[src/comparator_event_consts.vh]
// Constants for the comparator event control block
`ifndef COMPARATOR_EVENT_CONSTS_VH
`define COMPARATOR_EVENT_CONSTS_VH
`define CMP_COUNT 2
`define CMP_GLOBAL_DISABLE_BIT 5
`define CMP_SETTLE_TIME_US 10
`define CMP_CLOCK_MHZ 250
`define CMP_SETTLE_CYCLES (`CMP_SETTLE_TIME_US * `CMP_CLOCK_MHZ)
`define CMP_SETTLE_WIDTH 12
`define CMP_SETTLE_LAST 12'h9c3
`define CMP_FLAG_RESET 1'b0
`define CMP_SEL_PIN 1'b0
`define CMP_SEL_REF 1'b1
`endif

[src/cmp_result_sync.v]
// Three-stage synchroniser and change detector for one comparator result
`timescale 1ns/1ps
module cmp_result_sync (
	input wire clock,
	input wire rst_n,
	input wire active,
	input wire raw_in,
	output reg result_q,
	output wire change
);
	reg meta_q;
	reg s2_q;
	reg s3_q;
	reg valid_q;
	always @(posedge clock) begin
		if (!rst_n) begin
			meta_q <= 1'b0;
			s2_q <= 1'b0;
			s3_q <= 1'b0;
			result_q <= 1'b0;
			valid_q <= 1'b0;
		end else begin
			meta_q <= raw_in;
			s2_q <= meta_q;
			s3_q <= s2_q;
			if (!active) begin
				valid_q <= 1'b0;
				result_q <= 1'b0;
			end else if (s2_q == s3_q) begin
				result_q <= s3_q;
				valid_q <= 1'b1;
			end
		end
	end
	// A change counts once two stages agree on a new level
	assign change = active && valid_q && (s2_q == s3_q) && (s3_q != result_q);
endmodule // cmp_result_sync

[src/cmp_change_flag.v]
// Sticky change flag with set-over-clear priority
`timescale 1ns/1ps
`include "comparator_event_consts.vh"
module cmp_change_flag (
	input wire clock,
	input wire rst_n,
	input wire set,
	input wire clear,
	output reg flag_q
);
	always @(posedge clock) begin
		if (!rst_n) begin
			flag_q <= `CMP_FLAG_RESET;
		end else if (set) begin
			flag_q <= 1'b1;
		end else if (clear) begin
			flag_q <= 1'b0;
		end
	end
endmodule // cmp_change_flag

[src/comparator_event_control.v]
// Control and event logic for two analog comparators
// Summary of operation
// - Result is one when positive exceeds negative
// - Negative input selectable: pin or reference
// - Each comparator may interrupt on change
// - Only comparator one routes to pin
// - Change of result sets sticky flag
// - Both interrupts share one vector
// - Comparators keep running in Idle/Power-down
// - Total Power-down disables both comparators
// - Enabled change interrupts and wakes processor
// - Control register bit 5 disables comparators
`timescale 1ns/1ps
`include "comparator_event_consts.vh"
module comparator_event_control (
	input wire clock,
	input wire rst_n,
	input wire [1:0] cmp_enable,
	input wire [1:0] neg_sel,
	input wire [1:0] int_enable,
	input wire [1:0] flag_clear,
	input wire out_pin_enable,
	input wire [7:0] power_ctrl_reg_a,
	input wire idle_mode,
	input wire power_down_mode,
	input wire total_power_down,
	input wire [1:0] cmp_raw,
	output reg [1:0] analog_enable_q,
	output reg [1:0] neg_sel_q,
	output reg [1:0] result_q,
	output wire [1:0] change_flag,
	output reg [1:0] settled_q,
	output reg cmp_out_pin_q,
	output reg cmp_out_pin_oe_n_q,
	output wire irq,
	output wire wake
);
	// Gating and synchroniser outputs
	wire global_off;
	wire [1:0] active;
	wire [1:0] sync_result;
	wire [1:0] change;
	wire [1:0] flag_set;
	wire [1:0] flag_clr;
	wire [1:0] irq_source;
	wire irq_any;
	wire low_power;
	wire [1:0] settle_done;

	// Settling counters
	reg [`CMP_SETTLE_WIDTH-1:0] settle0_q;
	reg [`CMP_SETTLE_WIDTH-1:0] settle0_d;
	reg [`CMP_SETTLE_WIDTH-1:0] settle1_q;
	reg [`CMP_SETTLE_WIDTH-1:0] settle1_d;

	// Next values of the output registers
	reg [1:0] analog_enable_d;
	reg [1:0] neg_sel_d;
	reg [1:0] result_d;
	reg [1:0] settled_d;
	reg cmp_out_pin_d;
	reg cmp_out_pin_oe_n_d;

	// Idle and Power-down do not gate the comparators; only these do
	assign global_off = power_ctrl_reg_a[`CMP_GLOBAL_DISABLE_BIT] | total_power_down;
	assign active[0] = cmp_enable[0] & ~global_off;
	assign active[1] = cmp_enable[1] & ~global_off;

	// Flag set and clear requests
	assign flag_set[0] = change[0];
	assign flag_set[1] = change[1];
	assign flag_clr[0] = flag_clear[0];
	assign flag_clr[1] = flag_clear[1];

	// Comparator one: synchroniser and change flag
	cmp_result_sync u_sync0 (
		.clock(clock),
		.rst_n(rst_n),
		.active(active[0]),
		.raw_in(cmp_raw[0]),
		.result_q(sync_result[0]),
		.change(change[0])
	);

	cmp_change_flag u_flag0 (
		.clock(clock),
		.rst_n(rst_n),
		.set(flag_set[0]),
		.clear(flag_clr[0]),
		.flag_q(change_flag[0])
	);

	// Comparator two: synchroniser and change flag
	cmp_result_sync u_sync1 (
		.clock(clock),
		.rst_n(rst_n),
		.active(active[1]),
		.raw_in(cmp_raw[1]),
		.result_q(sync_result[1]),
		.change(change[1])
	);

	cmp_change_flag u_flag1 (
		.clock(clock),
		.rst_n(rst_n),
		.set(flag_set[1]),
		.clear(flag_clr[1]),
		.flag_q(change_flag[1])
	);

	// Analog core enables follow the gated enables
	always @* begin
		analog_enable_d = 2'h0;
		if (!global_off) begin
			analog_enable_d[0] = cmp_enable[0];
			analog_enable_d[1] = cmp_enable[1];
		end
	end

	// Comparator one core enable
	always @(posedge clock) begin
		if (!rst_n) begin
			analog_enable_q[0] <= 1'b0;
		end else begin
			analog_enable_q[0] <= analog_enable_d[0];
		end
	end

	// Comparator two core enable
	always @(posedge clock) begin
		if (!rst_n) begin
			analog_enable_q[1] <= 1'b0;
		end else begin
			analog_enable_q[1] <= analog_enable_d[1];
		end
	end

	// Negative input select: pin or internal reference
	always @* begin
		neg_sel_d = {2{`CMP_SEL_PIN}};
		if (neg_sel[0] == `CMP_SEL_REF) begin
			neg_sel_d[0] = `CMP_SEL_REF;
		end
		if (neg_sel[1] == `CMP_SEL_REF) begin
			neg_sel_d[1] = `CMP_SEL_REF;
		end
	end

	// Comparator one input select
	always @(posedge clock) begin
		if (!rst_n) begin
			neg_sel_q[0] <= `CMP_SEL_PIN;
		end else begin
			neg_sel_q[0] <= neg_sel_d[0];
		end
	end

	// Comparator two input select
	always @(posedge clock) begin
		if (!rst_n) begin
			neg_sel_q[1] <= `CMP_SEL_PIN;
		end else begin
			neg_sel_q[1] <= neg_sel_d[1];
		end
	end

	// Synchronised results, forced low while inactive
	always @* begin
		result_d = 2'h0;
		if (active[0]) begin
			result_d[0] = sync_result[0];
		end
		if (active[1]) begin
			result_d[1] = sync_result[1];
		end
	end

	// Comparator one result
	always @(posedge clock) begin
		if (!rst_n) begin
			result_q[0] <= 1'b0;
		end else begin
			result_q[0] <= result_d[0];
		end
	end

	// Comparator two result
	always @(posedge clock) begin
		if (!rst_n) begin
			result_q[1] <= 1'b0;
		end else begin
			result_q[1] <= result_d[1];
		end
	end

	// Settling window of comparator one
	always @* begin
		settle0_d = settle0_q;
		// Hold at the last count
		if (!active[0]) begin
			settle0_d = {`CMP_SETTLE_WIDTH{1'b0}};
		end else if (settle0_q != `CMP_SETTLE_LAST) begin
			settle0_d = settle0_q + 1'b1;
		end
	end

	// Settling window of comparator two
	always @* begin
		settle1_d = settle1_q;
		// Hold at the last count
		if (!active[1]) begin
			settle1_d = {`CMP_SETTLE_WIDTH{1'b0}};
		end else if (settle1_q != `CMP_SETTLE_LAST) begin
			settle1_d = settle1_q + 1'b1;
		end
	end

	// Comparator one settle counter
	always @(posedge clock) begin
		if (!rst_n) begin
			settle0_q <= {`CMP_SETTLE_WIDTH{1'b0}};
		end else begin
			settle0_q <= settle0_d;
		end
	end

	// Comparator two settle counter
	always @(posedge clock) begin
		if (!rst_n) begin
			settle1_q <= {`CMP_SETTLE_WIDTH{1'b0}};
		end else begin
			settle1_q <= settle1_d;
		end
	end

	// Window complete while still active
	assign settle_done[0] = active[0] & (settle0_q == `CMP_SETTLE_LAST);
	assign settle_done[1] = active[1] & (settle1_q == `CMP_SETTLE_LAST);

	// Status bits that tell software the window has passed
	always @* begin
		settled_d = 2'h0;
		if (settle_done[0]) begin
			settled_d[0] = 1'b1;
		end
		if (settle_done[1]) begin
			settled_d[1] = 1'b1;
		end
	end

	// Comparator one settled status
	always @(posedge clock) begin
		if (!rst_n) begin
			settled_q[0] <= 1'b0;
		end else begin
			settled_q[0] <= settled_d[0];
		end
	end

	// Comparator two settled status
	always @(posedge clock) begin
		if (!rst_n) begin
			settled_q[1] <= 1'b0;
		end else begin
			settled_q[1] <= settled_d[1];
		end
	end

	// Output pin carries comparator one only
	always @* begin
		cmp_out_pin_d = 1'b0;
		cmp_out_pin_oe_n_d = 1'b1;
		if (out_pin_enable && active[0]) begin
			cmp_out_pin_d = sync_result[0];
			cmp_out_pin_oe_n_d = 1'b0;
		end
	end

	// Pin level
	always @(posedge clock) begin
		if (!rst_n) begin
			cmp_out_pin_q <= 1'b0;
		end else begin
			cmp_out_pin_q <= cmp_out_pin_d;
		end
	end

	// Pin driver enable, low while driving
	always @(posedge clock) begin
		if (!rst_n) begin
			cmp_out_pin_oe_n_q <= 1'b1;
		end else begin
			cmp_out_pin_oe_n_q <= cmp_out_pin_oe_n_d;
		end
	end

	// Shared vector; software reads the flags to find the source
	assign irq_source[0] = change_flag[0] & int_enable[0];
	assign irq_source[1] = change_flag[1] & int_enable[1];
	assign irq_any = irq_source[0] | irq_source[1];
	assign irq = irq_any & ~total_power_down;
	// Wake only matters in the reduced-power modes
	assign low_power = idle_mode | power_down_mode;
	assign wake = irq & low_power;
endmodule // comparator_event_control

[config.mk]
export PLATFORM = sky130hd
export DESIGN_NAME = comparator_event_control
export DESIGN_NICKNAME = d
export VERILOG_FILES = /design/src/cmp_result_sync.v /design/src/cmp_change_flag.v /design/src/comparator_event_control.v
export VERILOG_INCLUDE_DIRS = /design/src
export SDC_FILE = /design/constraint.sdc
export NUM_CORES = 1
export LEC_CHECK = 0
export BUFFER_PORTS_ARGS = -buffer_cell sky130_fd_sc_hd__buf_2
export CORE_MARGIN = 3
export CORE_UTILIZATION = 48
export CTS_CLUSTER_DIAMETER = 30
export DETAILED_ROUTE_END_ITERATION = 10
export GPL_ROUTABILITY_DRIVEN = 0
export PLACE_DENSITY_LB_ADDON = 0.1
export SLEW_MARGIN = 25
export SYNTH_ARGS = -nofsm -noshare
export SYNTH_HDL_FRONTEND = slang
export SYNTH_SLANG_ARGS = --single-unit
[constraint.sdc]
create_clock -name clock -period 1.4 [get_ports clock]
set_input_delay 0.07 -clock clock [delete_from_list [all_inputs] [get_ports clock]]
set_output_delay 0.07 -clock clock [all_outputs]
set_load 0.005 [all_outputs]
==> metrics.txt, run 1 <==
top cell type's share of synthesized area=49.1%; post-synthesis mux area share=2.13%; core area=3720 µm²; WP data arrival=1.67 ns; Worst-Skew Late Latency=0.29 ns; antenna-violating nets left=0; crit end category=flop; n_diodes=0; CP max FO=4; R2R Path End=settle0_q[0]; largest area contributor in the netlist=dfxtp_1; layout cells sized above 1=35.1%; Primary FF master, synth=dfxtp_1; CP top delay family=simple AND/OR/NAND/NOR gates; Worst R2R Path Depth=3; commonest non-fill, non-tap cell in the layout=dfxtp_1; hold path startpoint=flag_clear[1]; PD cells=949 nW/µm²; fill count=302; Boundary Pins=38; synthesized area=1880 µm²; gr ovfl total=0; WP buf/inv=0; Crit path required time=1.62 ns; min setup slack post-route=-0.0540 ns; status=finished with violations; CTS buffer count=5; post-synthesis adder-cell area fraction=1.33%; drt first pass iters=4; Final Critical Period=1.45 ns; Initial Util=50.5%; Syn Nets=223; RSZ-0062 raised after global routing=true; Final HPWL DP=2830 µm; Via density=5.34; Hold Crit Class=input port to flop; die width=68.5 µm; CP max stage delay=0.56 ns; most frequent cells in the layout=dfxtp_1 (38), buf_2 (30), buf_4 (26), a21oi_1 (14), nand2_1 (13); Worst Path Class, Setup=flop to flop; DRT Wirelength=4040 µm; setup violators final=9; post-synthesis compound-gate area fraction=13.8%; die height=68.5 µm; Synth Area in XOR/XNOR=2.80%; Synth Area in Simple Gates=28.0%; CP max-delay cell=or4b_4; Slew headroom=76.4%; Synth area leaders=dfxtp_1 (49%), a21oi_1 (4.3%), and2_1 (3.7%); # H-tree levels=2; worst hold path endpoint=u_flag1.flag_q; number of port buffers=30; Layout Skew=0.00465 ns; EDFF count, synth=0; failing checks=negative setup slack; CTS tree=done; clk slew on worst S/H paths=0.08 ns; syn_area_per_cell=9.52 µm²; synth unique cells=37; Slew @ Worst Pin=0.351 ns; CTS root buffer=clkbuf_8; largest family of logic cells by synthesized area=simple AND/OR/NAND/NOR gates; DRC viols=0; VDD IR max=0.000791 V; max frequency=688 MHz; largest net degree at the start of global routing=14; first-pass GRT wire length=6610 µm; fin crit share=104%; final cell count without fillers=307; Setup TNS=-0.218 ns; endpoints failing hold=0; post-synthesis sequential area ratio=49.1%; DIE AREA=4690 µm²; CP Cell Sequence=or4b_4, nor4_4, mux2i_1; Place WS=-0.0830 ns; Worst setup SP type=flop; WHS Path Cells=3; Starting DRT DRC Count=94; yosys warns=0; ys async rst share=0%; placed instance count=290; Syn-to-layout area delta=34.6%; P_leak=0.000944 µW; WL/cell=13.1 µm; Longest Clk Path Bufs=2; Final nets=285; CTS Sinks=46; Mapped Cells=197; flops & latches, synth=46; vias=1,639; Slew Viols, Final=0; R2R Setup Slk=-0.05 ns; row cnt=22; worst r2r src=settle0_q[9]; max_cap viols=0; gr usage total=18.8%; initial antenna violation count=0; vias in the first global route=1,583
==> final cells by class <==
type                    instances  area, µm²  area share, %
clock inverters                 1       30.0           1.19
inverters                       5       18.8          0.743
multi-input cells             140       1000           39.7
repair buffers                 61        395           15.7
well taps                      48       60.1           2.38
clock buffers                   6       82.6           3.27
flip-flops and latches         46        936           37.1
==> logic make-up after synthesis <==
group / count (synthesis)
AO/OA/AOI/OAI: 42
adder cells (fa/ha/maj): 2
multiplexers: 4
XOR/XNOR: 6
AND/OR/NAND/NOR: 85
buffers and inverters: 12
flip-flops: 46
==> Yosys cell counts, types with 3 or more instances <==
library cell,n
and2_1,11
nand4_1,3
mux2i_1,4
or3_1,8
clkbuf_1,4
nor2_1,10
nand3_1,11
dfxtp_1,46
nand2_1,16
o21ai_0,8
o31ai_1,9
xor2_1,4
nand2b_1,5
inv_1,4
a21oi_1,16
or4_1,7
==> worst max path at each step <==
stage | from | endpoint | slack [ns] | depth (start not counted)
detailed placement | settle1_q[0] | settle1_q[9] | -0.08 | 4
CTS | settle0_q[9] | settle0_q[0] | -0.07 | 3
global route | settle0_q[9] | settle0_q[0] | -0.13 | 3
finish | settle0_q[9] | settle0_q[0] | -0.05 | 3
floorplan | settle0_q[9] | settle0_q[0] | 0.03 | 3
global placement | settle0_q[5] | settle0_q[10] | -0.002 | 4
==> report_power, final <==
part | internal, µW | switching, µW
clock | 571 | 416
combinational | 48.2 | 32.7
sequential | 1320 | 10.1
==> metrics by stage <==
| step | area (µm²) | utilization (%) | hold slack (ns) | total power (µW) |
|---|---|---|---|---|
| 6_report | 2520 | 67.9 | 0.0459 | 2400 |
| 5_1_grt | 2520 | 67.9 | 0.0540 | 2500 |
| 4_1_cts | 2430 | 65.5 | 0.0282 | 2420 |
| 3_5_place_dp | 2220 | 59.8 | 0.245 | 1430 |
| 3_3_place_gp | 2220 | 59.8 | 0.242 | 1430 |
| 2_1_floorplan | 1880 | - | 0.132 | 1390 |
==> routing by layer <==
| layer | vias to the layer above | wire [µm] | track usage, % |
|---|---|---|---|
| met1 | 767 | 1670 | 20.6 |
| li1 | 839 | - | - |
| met3 | 9 | 131 | 5.51 |
| met4 | 0 | 71 | 8.68 |
| met5 | - | 0 | 0 |
| met2 | 24 | 2160 | 33.3 |
==> worst reg2reg max path, delay by kind of cell, from the launching register on <==
| kind | cells | cell delay [ns] |
|---|---|---|
| AND/OR/NAND/NOR | 2 | 0.83 |
| multiplexers | 1 | 0.22 |
| flip-flops | 1 | 0.33 |
==> repair_timing <==
item | in CTS | in global routing
resized for setup | 9 | 16
gates cloned | 0 | 1
setup buffers | 2 | 2
setup endpoints to repair | 14 | 19
hold buffers | 5 | 0
pin swaps | 3 | 6
hold endpoints to repair | 5 | 0
==> sequential cells by signal, summed over array words and instances, names as in the netlist, 2 cells and up <==
name and count:
settle0_q 12, settle1_q 12, analog_enable_q 2, neg_sel_q 2
result_q 2, settled_q 2
Note: power is estimated with default switching activity, not from simulation.
==> run 2: changes to the inputs <==
--- a/config.mk
+++ b/config.mk
@@ -6,9 +6,10 @@
 export SDC_FILE = /design/constraint.sdc
 export NUM_CORES = 1
 export LEC_CHECK = 0
+export ABC_AREA = 1
 export BUFFER_PORTS_ARGS = -buffer_cell sky130_fd_sc_hd__buf_2
 export CORE_MARGIN = 3
-export CORE_UTILIZATION = 48
+export CORE_UTILIZATION = 49
 export CTS_CLUSTER_DIAMETER = 30
 export DETAILED_ROUTE_END_ITERATION = 10
 export GPL_ROUTABILITY_DRIVEN = 0
==> run 2 against run 1 <==
  * Largest cell class unchanged
  * Count of clock-buffer cells in the layout increased by 1
  * Critical path type unchanged
  * Highest routed layer unchanged
  * First-iteration DRC count decreased by 24%
  * Wire length decreased by 7.4%
  * Critical endpoint is now settle0_q[10]
  * Utilization decreased by 8.4 points
  * The run now ends clean
  * Sequential share of layout area increased by 1.0 points
  * Setup slack improved by 0.21 ns
==> metrics.txt, run 2 <==
status=finished, final reports clean; setup violators final=0; Internal Power=1760 µW; CP max stage delay=0.37 ns; CTS Sinks=46; synth unique cells=27; DIE AREA=5090 µm²; count leader, synth=nand2_1; n_diodes=0; Mapped Cells=288; row cnt=23; antenna-violating nets left=0; P_sw=477 µW; Syn-to-layout area delta=15.4%; DRT Wirelength=3740 µm; Syn Nets=314; Design Power=2240 µW; Final HPWL DP=2780 µm; Longest Clk Path Bufs=2; CTS buffer count=5; top cell type's share of synthesized area=44.0%; Combinational Power Share=4.0%; drt first pass iters=4; WL/cell=9.91 µm; Worst setup SP type=flop; yosys warns=0; Primary FF master, synth=dfxtp_1; P_leak=0.000995 µW; fin crit share=89.2%; # H-tree levels=2; Slew headroom=82.5%; CTS tree=done; clock power share=36.7%; most frequent cells in the layout=nand2_1 (73), dfxtp_1 (46), inv_1 (41), nor2_1 (38), buf_2 (30); synthesized area=2090 µm²; Layout Skew=0.00467 ns; WP data arrival=1.48 ns; EDFF count, synth=0; fill count=374; vias=1,745; number of port buffers=30; Synth area leaders=dfxtp_1 (44%), nand2_1 (13%), inv_1 (7.4%); RSZ-0062 raised after global routing=false; CP max FO=5; VDD IR max=0.000631 V; vias in the first global route=1,626; Via density=4.63; Largest regs=settle0_q x12, settle1_q x12; die width=71.4 µm; syn_area_per_cell=7.27 µm²; flops & latches, synth=46; Crit path required time=1.64 ns; layout cells sized above 1=19.6%; hold path startpoint=flag_clear[1]; register share of total power=59.3%; Worst Path Class, Setup=flop to flop; crit end category=flop; max frequency=801 MHz; Worst-Skew Late Latency=0.29 ns; endpoints failing hold=0; synth cell count leaders=nand2_1 (73), dfxtp_1 (46), inv_1 (41); Boundary Pins=38; PD cells=928 nW/µm²; clk slew on worst S/H paths=0.08 ns; largest net degree at the start of global routing=14; gr ovfl total=0; initial antenna violation count=0; Final nets=352; Starting DRT DRC Count=71; CP max-delay cell=dfxtp_1; core area=4060 µm²; commonest non-fill, non-tap cell in the layout=nand2_1; Final Critical Period=1.25 ns; Critical Path Start=settle0_q[0]; largest area contributor in the netlist=dfxtp_1; DRC viols=0; CP Cell Sequence=ha_1, nand2_1, nor2_2, nand4_1, a21oi_2; Setup TNS=0 ns; Initial Util=51.6%; Slew Viols, Final=0; max_cap viols=0; worst r2r src=settle0_q[0]; gr usage total=15.8%; post-layout util=59.5%; Slew @ Worst Pin=0.261 ns; post-synthesis sequential area ratio=44.0%; ys async rst share=0%; die height=71.4 µm; Hold Crit Class=input port to flop; Sw Share=21.3%; first-pass GRT wire length=6580 µm; CTS root buffer=clkbuf_8
## run 2: changes by cell type after synthesis, moves of 5 or more
cell      change
nand2b_1      -5
or3_1         -8
nand3_1      +11
nand2_1      +57
nor3_1        +6
a21oi_1       -6
nor2_1       +30
inv_1        +37
o31ai_1       -9
nor2_4        +5
or4_1         -7
and2_1       -11
## run 2: final cells by class
class	instances	area, µm²	share of cell area [%]
clock buffer	7	86.3	3.57
clock inverter	1	5.00	0.207
inverter	44	173	7.15
multi-input combinational	192	953	39.5
sequential	46	921	38.1
tap	50	62.6	2.59
timing repair buffer	37	215	8.91
## run 2: worst paths after layout
path                                  endpoint  cells after the start  slack (ns)
worst max-delay path             settle0_q[10]                      5        0.15
worst min-delay path            u_flag1.flag_q                      4        0.01
worst max register to register   settle0_q[10]                      5        0.15
worst min register to register    u_sync0.s2_q                      2        0.42
## run 2: cells by family (layout without fill, tap and decap cells)
logic type | after synthesis | after routing | synth area share [%]
AOI/OAI and AO/OA | 22 | 22 | 6.16
DFF | 46 | 46 | 44.0
buffers and inverters | 50 | 89 | 10.8
xor gates and xnor gates | 5 | 5 | 2.09
and+or+nand+nor | 163 | 163 | 35.7
adders and majority gates | 2 | 2 | 1.20
## run 2: timing repair
action | in CTS | in global routing
hold endpoints to repair | 6 | 0
hold buffers | 5 | 0
resized for setup | 0 | 3
endpoints found under the setup margin | 0 | 2
buffers inserted | 0 | 0
## run 2: metal layers
layer,GRT usage [%],wire length [µm]
met1,19.5,1890
met2,25.9,1710
met3,4.35,121
met4,6.26,24
met5,0,0
## run 2: per-stage QoR
stage | instance area [µm²] | worst slack [ns] | instances | hold WS [ns]
2_1_floorplan | 2090 | 0.191 | 288 | 0.159
3_3_place_gp | 2270 | 0.134 | 364 | 0.250
3_5_place_dp | 2270 | 0.0964 | 364 | 0.256
4_1_cts | 2410 | 0.0857 | 377 | 0.00314
5_1_grt | 2420 | 0.0211 | 377 | 0.0184
6_report | 2420 | 0.151 | 377 | 0.0100
## run 2: critical path: cells and delay by family, from the launching register on
| kind | cells | cell delay [ns] |
|---|---|---|
| and+or+nand+nor | 3 | 0.47 |
| adders and majority gates | 1 | 0.21 |
| DFF | 1 | 0.37 |
| AOI/OAI and AO/OA | 1 | 0.14 |
## run 2: power groups by stage
stage | Combinational [µW] | Clock, µW | Sequential (µW)
after global placement | 79.4 | 0 | 1360
final | 89.5 | 823 | 1330
after global routing | 102 | 891 | 1330
after detailed placement | 80.0 | 0 | 1360
after floorplan | 47.1 | 0 | 1360
after CTS | 90.8 | 854 | 1330
